## src/core/dsr_pkg.sv

```systemverilog
// Package for the DDR2 self refresh control block.
// Assumes a 100 MHz mclk and command pins that arrive outside mclk and are synchronised to it.
package dsr_pkg;

  // ----------------------------------------
  // Timing
  // ----------------------------------------
  localparam int CLK_PERIOD_NS = 10;
  localparam int DLL_RELOCK_CYCLES = 200;
  localparam int CKE_REGISTRATIONS = 4;
  localparam int INT_REFRESH_PERIOD_NS = 7800;
  localparam int INT_REFRESH_CYCLES = INT_REFRESH_PERIOD_NS / CLK_PERIOD_NS;
  localparam int REFRESH_BUSY_CYCLES = 8;
  localparam logic [11:0] RELOCK_LAST = 12'(DLL_RELOCK_CYCLES - 1);
  localparam logic [11:0] INTREF_LAST = 12'(INT_REFRESH_CYCLES - 1);
  localparam logic [11:0] BUSY_LAST = 12'(REFRESH_BUSY_CYCLES - 1);

  // ----------------------------------------
  // Command encodings {cs_n, ras_n, cas_n, we_n}
  // ----------------------------------------
  localparam logic [3:0] CMD_REFRESH = 4'h1;

  // ----------------------------------------
  // Termination field positions and codes {A6, A2}
  // ----------------------------------------
  localparam int ODT_HI_BIT = 6;
  localparam int ODT_LO_BIT = 2;
  localparam logic [1:0] ODT_OFF = 2'h0;
  localparam logic [1:0] ODT_75 = 2'h1;
  localparam logic [1:0] ODT_150 = 2'h2;
  localparam logic [1:0] ODT_50 = 2'h3;
  localparam logic [2:0] EMR_BANK = 3'h1;
  localparam logic [3:0] CMD_MODE_SET = 4'h0;

  // ----------------------------------------
  // States
  // ----------------------------------------
  typedef enum logic [3:0] {
    DSR_ACTIVE = 4'h1,
    DSR_SELF = 4'h2,
    DSR_EXIT = 4'h4,
    DSR_RELOCK = 4'h8
  } dsr_state_t;

endpackage

```

## src/core/dsr_refresh_timer.sv

```systemverilog
// Internal refresh timer used while in self refresh.
// Assumes the enable comes from the controlling state machine on mclk.
`timescale 1ns/1ps
module dsr_refresh_timer
(
  // Clock and reset
  input wire logic mclk,
  input wire logic reset,
  // Control
  input wire logic enable,
  // Status
  output logic refresh_busy,
  output logic refresh_tick
);
  import dsr_pkg::*;

  logic [11:0] count;
  logic [11:0] busy_count;
  logic [11:0] next_count;
  logic [11:0] next_busy_count;
  logic next_refresh_busy;
  logic next_refresh_tick;

  // ----------------------------------------
  // Interval and busy window
  // ----------------------------------------
  always_comb
  begin
    next_count = count;
    next_busy_count = busy_count;
    next_refresh_busy = refresh_busy;
    next_refresh_tick = 1'b0;
    if (enable && count == INTREF_LAST)
    begin
      next_count = '0;
      next_refresh_tick = 1'b1;
      next_refresh_busy = 1'b1;
      next_busy_count = '0;
    end
    else if (enable)
      next_count = count + 12'h001;
    else
      next_count = '0;
    // A refresh in progress is allowed to complete after enable drops.
    if (refresh_busy && !next_refresh_tick)
    begin
      if (busy_count == BUSY_LAST)
        next_refresh_busy = 1'b0;
      else
        next_busy_count = busy_count + 12'h001;
    end
  end

  always_ff @(posedge mclk)
  begin
    if (reset)
    begin
      count <= '0;
      busy_count <= '0;
      refresh_busy <= 1'b0;
      refresh_tick <= 1'b0;
    end
    else
    begin
      count <= next_count;
      busy_count <= next_busy_count;
      refresh_busy <= next_refresh_busy;
      refresh_tick <= next_refresh_tick;
    end
  end

endmodule

```

## src/core/dsr_self_refresh_ctrl.sv

```systemverilog
// Self refresh entry and exit control with on-die termination selection.
// Assumes cke and command pins come from an external controller, outside mclk.
// Contract
// - Refresh command with CKE low enters self refresh
// - Internal timer keeps contents without external clock
// - DLL off on entry, on at exit
// - All inputs except CKE ignored in self refresh; reset still forces the active state
// - EMR A6,A2 select 75, 150, 50 ohm
`timescale 1ns/1ps
module dsr_self_refresh_ctrl
(
  // Clock and reset
  input wire logic mclk,
  input wire logic reset,
  // Command pins
  input wire logic cke,
  input wire logic cs_n,
  input wire logic ras_n,
  input wire logic cas_n,
  input wire logic we_n,
  input wire logic [2:0] bank,
  input wire logic [13:0] addr,
  // Status
  output logic self_refresh,
  output logic dll_enable,
  output logic read_allowed,
  output logic refresh_busy,
  output logic [1:0] odt_sel
);
  import dsr_pkg::*;

  // ----------------------------------------
  // Input synchronisers
  // ----------------------------------------
  logic [21:0] pin_meta;
  logic [21:0] pin_sync;

  always_ff @(posedge mclk)
  begin
    if (reset)
    begin
      pin_meta <= '0;
      pin_sync <= '0;
    end
    else
    begin
      pin_meta <= {cke, cs_n, ras_n, cas_n, we_n, bank, addr};
      pin_sync <= pin_meta;
    end
  end

  logic s_cke;
  logic [3:0] s_cmd;
  logic [2:0] s_bank;
  logic [13:0] s_addr;
  assign s_cke = pin_sync[21];
  assign s_cmd = pin_sync[20:17];
  assign s_bank = pin_sync[16:14];
  assign s_addr = pin_sync[13:0];

  // ----------------------------------------
  // State machine
  // ----------------------------------------
  dsr_state_t state;
  dsr_state_t next_state;
  logic [11:0] count;
  logic [11:0] next_count;
  logic next_self_refresh;
  logic next_dll_enable;
  logic next_read_allowed;
  logic [1:0] next_odt_sel;
  logic timer_busy;

  dsr_refresh_timer u_timer
  (
    .mclk(mclk),
    .reset(reset),
    .enable(state == DSR_SELF),
    .refresh_busy(timer_busy),
    .refresh_tick()
  );

  always_comb
  begin
    next_state = state;
    next_count = count;
    next_self_refresh = self_refresh;
    next_dll_enable = dll_enable;
    next_read_allowed = read_allowed;
    next_odt_sel = odt_sel;
    unique case (state)
      DSR_ACTIVE:
      begin
        if (!s_cke && s_cmd == CMD_REFRESH)
        begin
          next_state = DSR_SELF;
          next_self_refresh = 1'b1;
          next_dll_enable = 1'b0;
          next_read_allowed = 1'b0;
        end
        else if (s_cke && s_cmd == CMD_MODE_SET && s_bank == EMR_BANK)
          next_odt_sel = {s_addr[ODT_HI_BIT], s_addr[ODT_LO_BIT]};
      end
      DSR_SELF:
      begin
        // Only CKE is looked at here; the timer keeps the array refreshed.
        if (s_cke)
        begin
          next_state = DSR_EXIT;
          next_count = '0;
        end
      end
      DSR_EXIT:
      begin
        if (!s_cke)
          next_state = DSR_SELF;
        else if (count == 12'(CKE_REGISTRATIONS - 1))
        begin
          next_state = DSR_RELOCK;
          next_count = '0;
          next_self_refresh = 1'b0;
          next_dll_enable = 1'b1;
        end
        else
          next_count = count + 12'h001;
      end
      DSR_RELOCK:
      begin
        if (count == RELOCK_LAST)
        begin
          next_state = DSR_ACTIVE;
          next_read_allowed = 1'b1;
        end
        else
          next_count = count + 12'h001;
      end
    endcase
  end

  always_ff @(posedge mclk)
  begin
    if (reset)
    begin
      state <= DSR_ACTIVE;
      count <= '0;
      self_refresh <= 1'b0;
      dll_enable <= 1'b1;
      read_allowed <= 1'b1;
      odt_sel <= ODT_OFF;
      refresh_busy <= 1'b0;
    end
    else
    begin
      state <= next_state;
      count <= next_count;
      self_refresh <= next_self_refresh;
      dll_enable <= next_dll_enable;
      read_allowed <= next_read_allowed;
      odt_sel <= next_odt_sel;
      refresh_busy <= timer_busy;
    end
  end

  // ----------------------------------------
  // Relock window measurement
  // ----------------------------------------
  logic [11:0] relock_run;
  logic [11:0] next_relock_run;

  // Counts consecutive cycles with the DLL on while reads are still held off.
  always_comb
  begin
    next_relock_run = '0;
    if (dll_enable && !read_allowed)
      next_relock_run = relock_run + 12'h001;
  end

  always_ff @(posedge mclk)
  begin
    if (reset)
      relock_run <= '0;
    else
      relock_run <= next_relock_run;
  end

  // ----------------------------------------
  // Assertions
  // ----------------------------------------
  a_entry_dll_off : assert property (@(posedge mclk) disable iff (reset)
    (state == DSR_ACTIVE && !s_cke && s_cmd == CMD_REFRESH) |=> (self_refresh && !dll_enable))
    else $error("self refresh entry did not stop the dll");

  a_self_ignores_cmd : assert property (@(posedge mclk) disable iff (reset)
    (state == DSR_SELF && !s_cke) |=> (state == DSR_SELF && $stable(odt_sel)))
    else $error("command seen during self refresh");

  a_dll_off_in_self : assert property (@(posedge mclk) disable iff (reset)
    self_refresh |-> !dll_enable)
    else $error("dll running in self refresh");

  a_exit_four_regs : assert property (@(posedge mclk) disable iff (reset)
    (state == DSR_SELF && s_cke) ##1 (s_cke [*4]) |=> !self_refresh && dll_enable)
    else $error("exit did not complete after four registrations");

  a_relock_wait : assert property (@(posedge mclk) disable iff (reset)
    $rose(read_allowed) |-> relock_run == 12'(DLL_RELOCK_CYCLES))
    else $error("read window not exactly 200 cycles after relock");

  a_relock_bound : assert property (@(posedge mclk) disable iff (reset)
    (dll_enable && !read_allowed) |-> relock_run < 12'(DLL_RELOCK_CYCLES))
    else $error("reads held off longer than the relock time");

  a_odt_decode : assert property (@(posedge mclk) disable iff (reset)
    (state == DSR_ACTIVE && s_cke && s_cmd == CMD_MODE_SET && s_bank == EMR_BANK)
    |=> odt_sel == {$past(s_addr[ODT_HI_BIT]), $past(s_addr[ODT_LO_BIT])})
    else $error("termination select not taken from a6 a2");

  a_timer_runs : assert property (@(posedge mclk) disable iff (reset)
    (state == DSR_SELF) [*1] ##0 (u_timer.count == INTREF_LAST) |=> ##1 refresh_busy)
    else $error("internal refresh did not start");

endmodule

```

## config.mk

```make
export PLATFORM = sky130hd
export DESIGN_NAME = dsr_self_refresh_ctrl
export DESIGN_NICKNAME = d
export VERILOG_FILES = /design/src/core/dsr_pkg.sv /design/src/core/dsr_refresh_timer.sv /design/src/core/dsr_self_refresh_ctrl.sv
export SDC_FILE = /design/constraint.sdc
export NUM_CORES = 1
export LEC_CHECK = 0
export BUFFER_PORTS_ARGS = -buffer_cell sky130_fd_sc_hd__buf_2
export CAP_MARGIN = 20
export CORE_MARGIN = 2
export CORE_UTILIZATION = 47
export CTS_BUF_LIST = sky130_fd_sc_hd__clkbuf_8
export DETAILED_ROUTE_END_ITERATION = 16
export GPL_ROUTABILITY_DRIVEN = 1
export PLACE_DENSITY = 0.74
export SETUP_SLACK_MARGIN = 0.2
export SLEW_MARGIN = 0
export SYNTH_ARGS = -nofsm -noshare
export SYNTH_HDL_FRONTEND = slang
export SYNTH_HIERARCHICAL = 1
export SYNTH_SLANG_ARGS = --single-unit
```

## constraint.sdc

```tcl
create_clock -name mclk -period 2.5 [get_ports mclk]
set_input_delay 0 -clock mclk [delete_from_list [all_inputs] [get_ports mclk]]
set_output_delay 0 -clock mclk [all_outputs]
set_load 0.01 [all_outputs]
```

==> qor.csv <==
metric;value;unit
p_leak;1.20;nW
die_y;80.6;um
yosys_warnings;6;
syn_area_per_cell;9.58;um2
cpPeakStageDelay;0.45;ns
timing.rr.start;count[0];
tns;0;ns
skew;0.00579;ns
grt_usage;17.2;%
fin_nets;347;
multi_input_area;1360;um2
period_share;79.2;%
pin_count;30;
syn_area;2760;um2
reg2reg_depth;6;
r2r_end;count[5];
synth_nets;315;
numCtsBuffers;9;
final_core_util;57.8;%
fin_area;3220;um2
grt_pass1_vias;2008;
min_to;odt_sel[0];
rsz0062_at_grt;no;
globalplace.congestion;0.798;
clock_sinks;67;
critical_path_arrival;2.20;ns
fp-row-count;27;
outcome;finished clean;
maxCapViolations;0;
final_hold_viol_count;0;
dieArea;6500;um2
slew_headroom;61.8;%
ant_nets;0;
drc_errors;0;
antenna_found_initial;0;
postRouteWirelength;4840;um
fmax;0.505;GHz
place_area;2920;um2
synthCells;288;
worstSetupStartpointType;register;
setup_viol;0;
critPathMaxFanout;12;
syn2layout_area_growth;16.8;%
report.final.slew_viol_count;0;
grt_max_degree;34;
firstDrtPassIters;4;
critPathKind;reg2reg;
finalPower;2.17;mW
grt_pass1_wl;8630;um
power_density;674;nW/um2
grt_remaining_overflow;0;
post_drt_via_cell_ratio;5.24;
clock_latency;0.35;ns
htreeDepth;3;
hp-start;reset;
io_buffers;17;
dp_hpwl;3120;um
r2r_slack;0.52;ns
regArea;1340;um2
clockBufferDepth;2;
cts_post_setup_buffers_inserted;0;
ctsResizeCount;0;
layout_min_cycle_time;1.98;ns
fillers;497;
ir_drop;511;uV
cts_tree;built;
num_vias;2080;
hold-worst-slack;0.119;ns
cp-end-kind;register;
clk_pin_slew;0.08;ns
wl_per_cell;12.2;um
die_w;80.6;um
cp_cell_sequence;ha_1, nor4b_1, nand3_1, nand2_1, a41o_1, nor2_1;
required;2.72;ns
final_layout_size_suffix_gt1_share;13.5;%
min_path_type;in2reg;
crit_path_top_delay_cell;a41o_1;
clock_tree.root_cell;clkbuf_8;
drt_iter0_markers;131;
hold_path_depth;2;
fp.coreArea;5570;um2
worst_pin_slew;0.567;ns
start_util;49.5;%
n_antenna_cell;0;
cell usage in the layout (no fill, tap or decap), types with 2 or more instances in the layout:
cell type and count:
nand4_1 13, dfxtp_1 67, nor4b_1 6, mux2i_1 3, and4b_1 2, xnor2_1 6, nand3_1 16, o21ai_0 5
and4_1 4, and2_1 2, nor2b_1 23, or3_1 2, nor3_1 8, and3_1 7, a31oi_1 4, a21oi_1 11
inv_6 4, nand2_1 14, buf_2 17, nor2_1 35, xor2_1 20, buf_4 2, clkbuf_8 9, ha_1 3
inv_1 6, dlygate4sd3_1 10, nor4_1 2
routing by layer:
metal	global-route usage, %	part of all wire (%)	up-vias
li1	-	-	1078
met1	19.5	48	965
met3	6.18	4.0	5
met2	28.6	47	32
met4	8.14	0.76	0
met5	0	0	-
worst max-delay path, delay by kind of cell (launching register included):
kind | cells | cell delay (ns)
simple gates | 4 | 0.71
fa+ha+maj | 1 | 0.28
flops | 1 | 0.40
compound gates | 1 | 0.45
worst max path at each step:
stage                     startpoint   endpoint  slack, ns  cells past startpoint
after detailed placement    count[0]   count[5]       0.54                      6
after global placement      count[0]   count[0]       0.59                      6
after floorplan             count[0]  count[11]       0.76                      6
final                       count[0]   count[5]       0.52                      6
after global routing        count[0]   count[5]       0.27                      6
after CTS                   count[0]   count[5]       0.53                      6
state kept, by name (all words and copies together) (netlist names):
register	cells
count	12
dll_enable	1
odt_sel	2
pin_meta	10
pin_sync	10
read_allowed	1
refresh_busy	1
self_refresh	1
state	4
u_timer/busy_count	12
u_timer/count	12
u_timer/refresh_busy	1
where the power goes:
part	internal [mW]	switching (mW)	leakage, nW
sequential	1.10	0.0218	0.545
combinational	0.0600	0.0620	0.549
clock	0.479	0.452	0.107
total	1.64	0.536	1.20
what timing repair did:
action / CTS / global route
setup endpoints to repair: 0 / 0
endpoints found under the hold margin: 10 / 0
hold buffers: 10 / 0
per-stage QoR:
step	worst slack [ns]	instances
floorplan	0.755	288
global placement	0.590	371
detailed placement	0.539	371
CTS	0.531	397
global route	0.272	397
finish	0.519	397
area by class of cell:
cell class / instances / area share, %
Clock buffer: 9 / 3.85
Clock inverter: 7 / 2.53
Inverter: 6 / 0.699
Multi-Input combinational cell: 207 / 42.3
Sequential cell: 67 / 41.6
Tap cell: 72 / 2.80
Timing Repair Buffer: 29 / 6.22
Note: power is estimated with default switching activity, not from simulation.
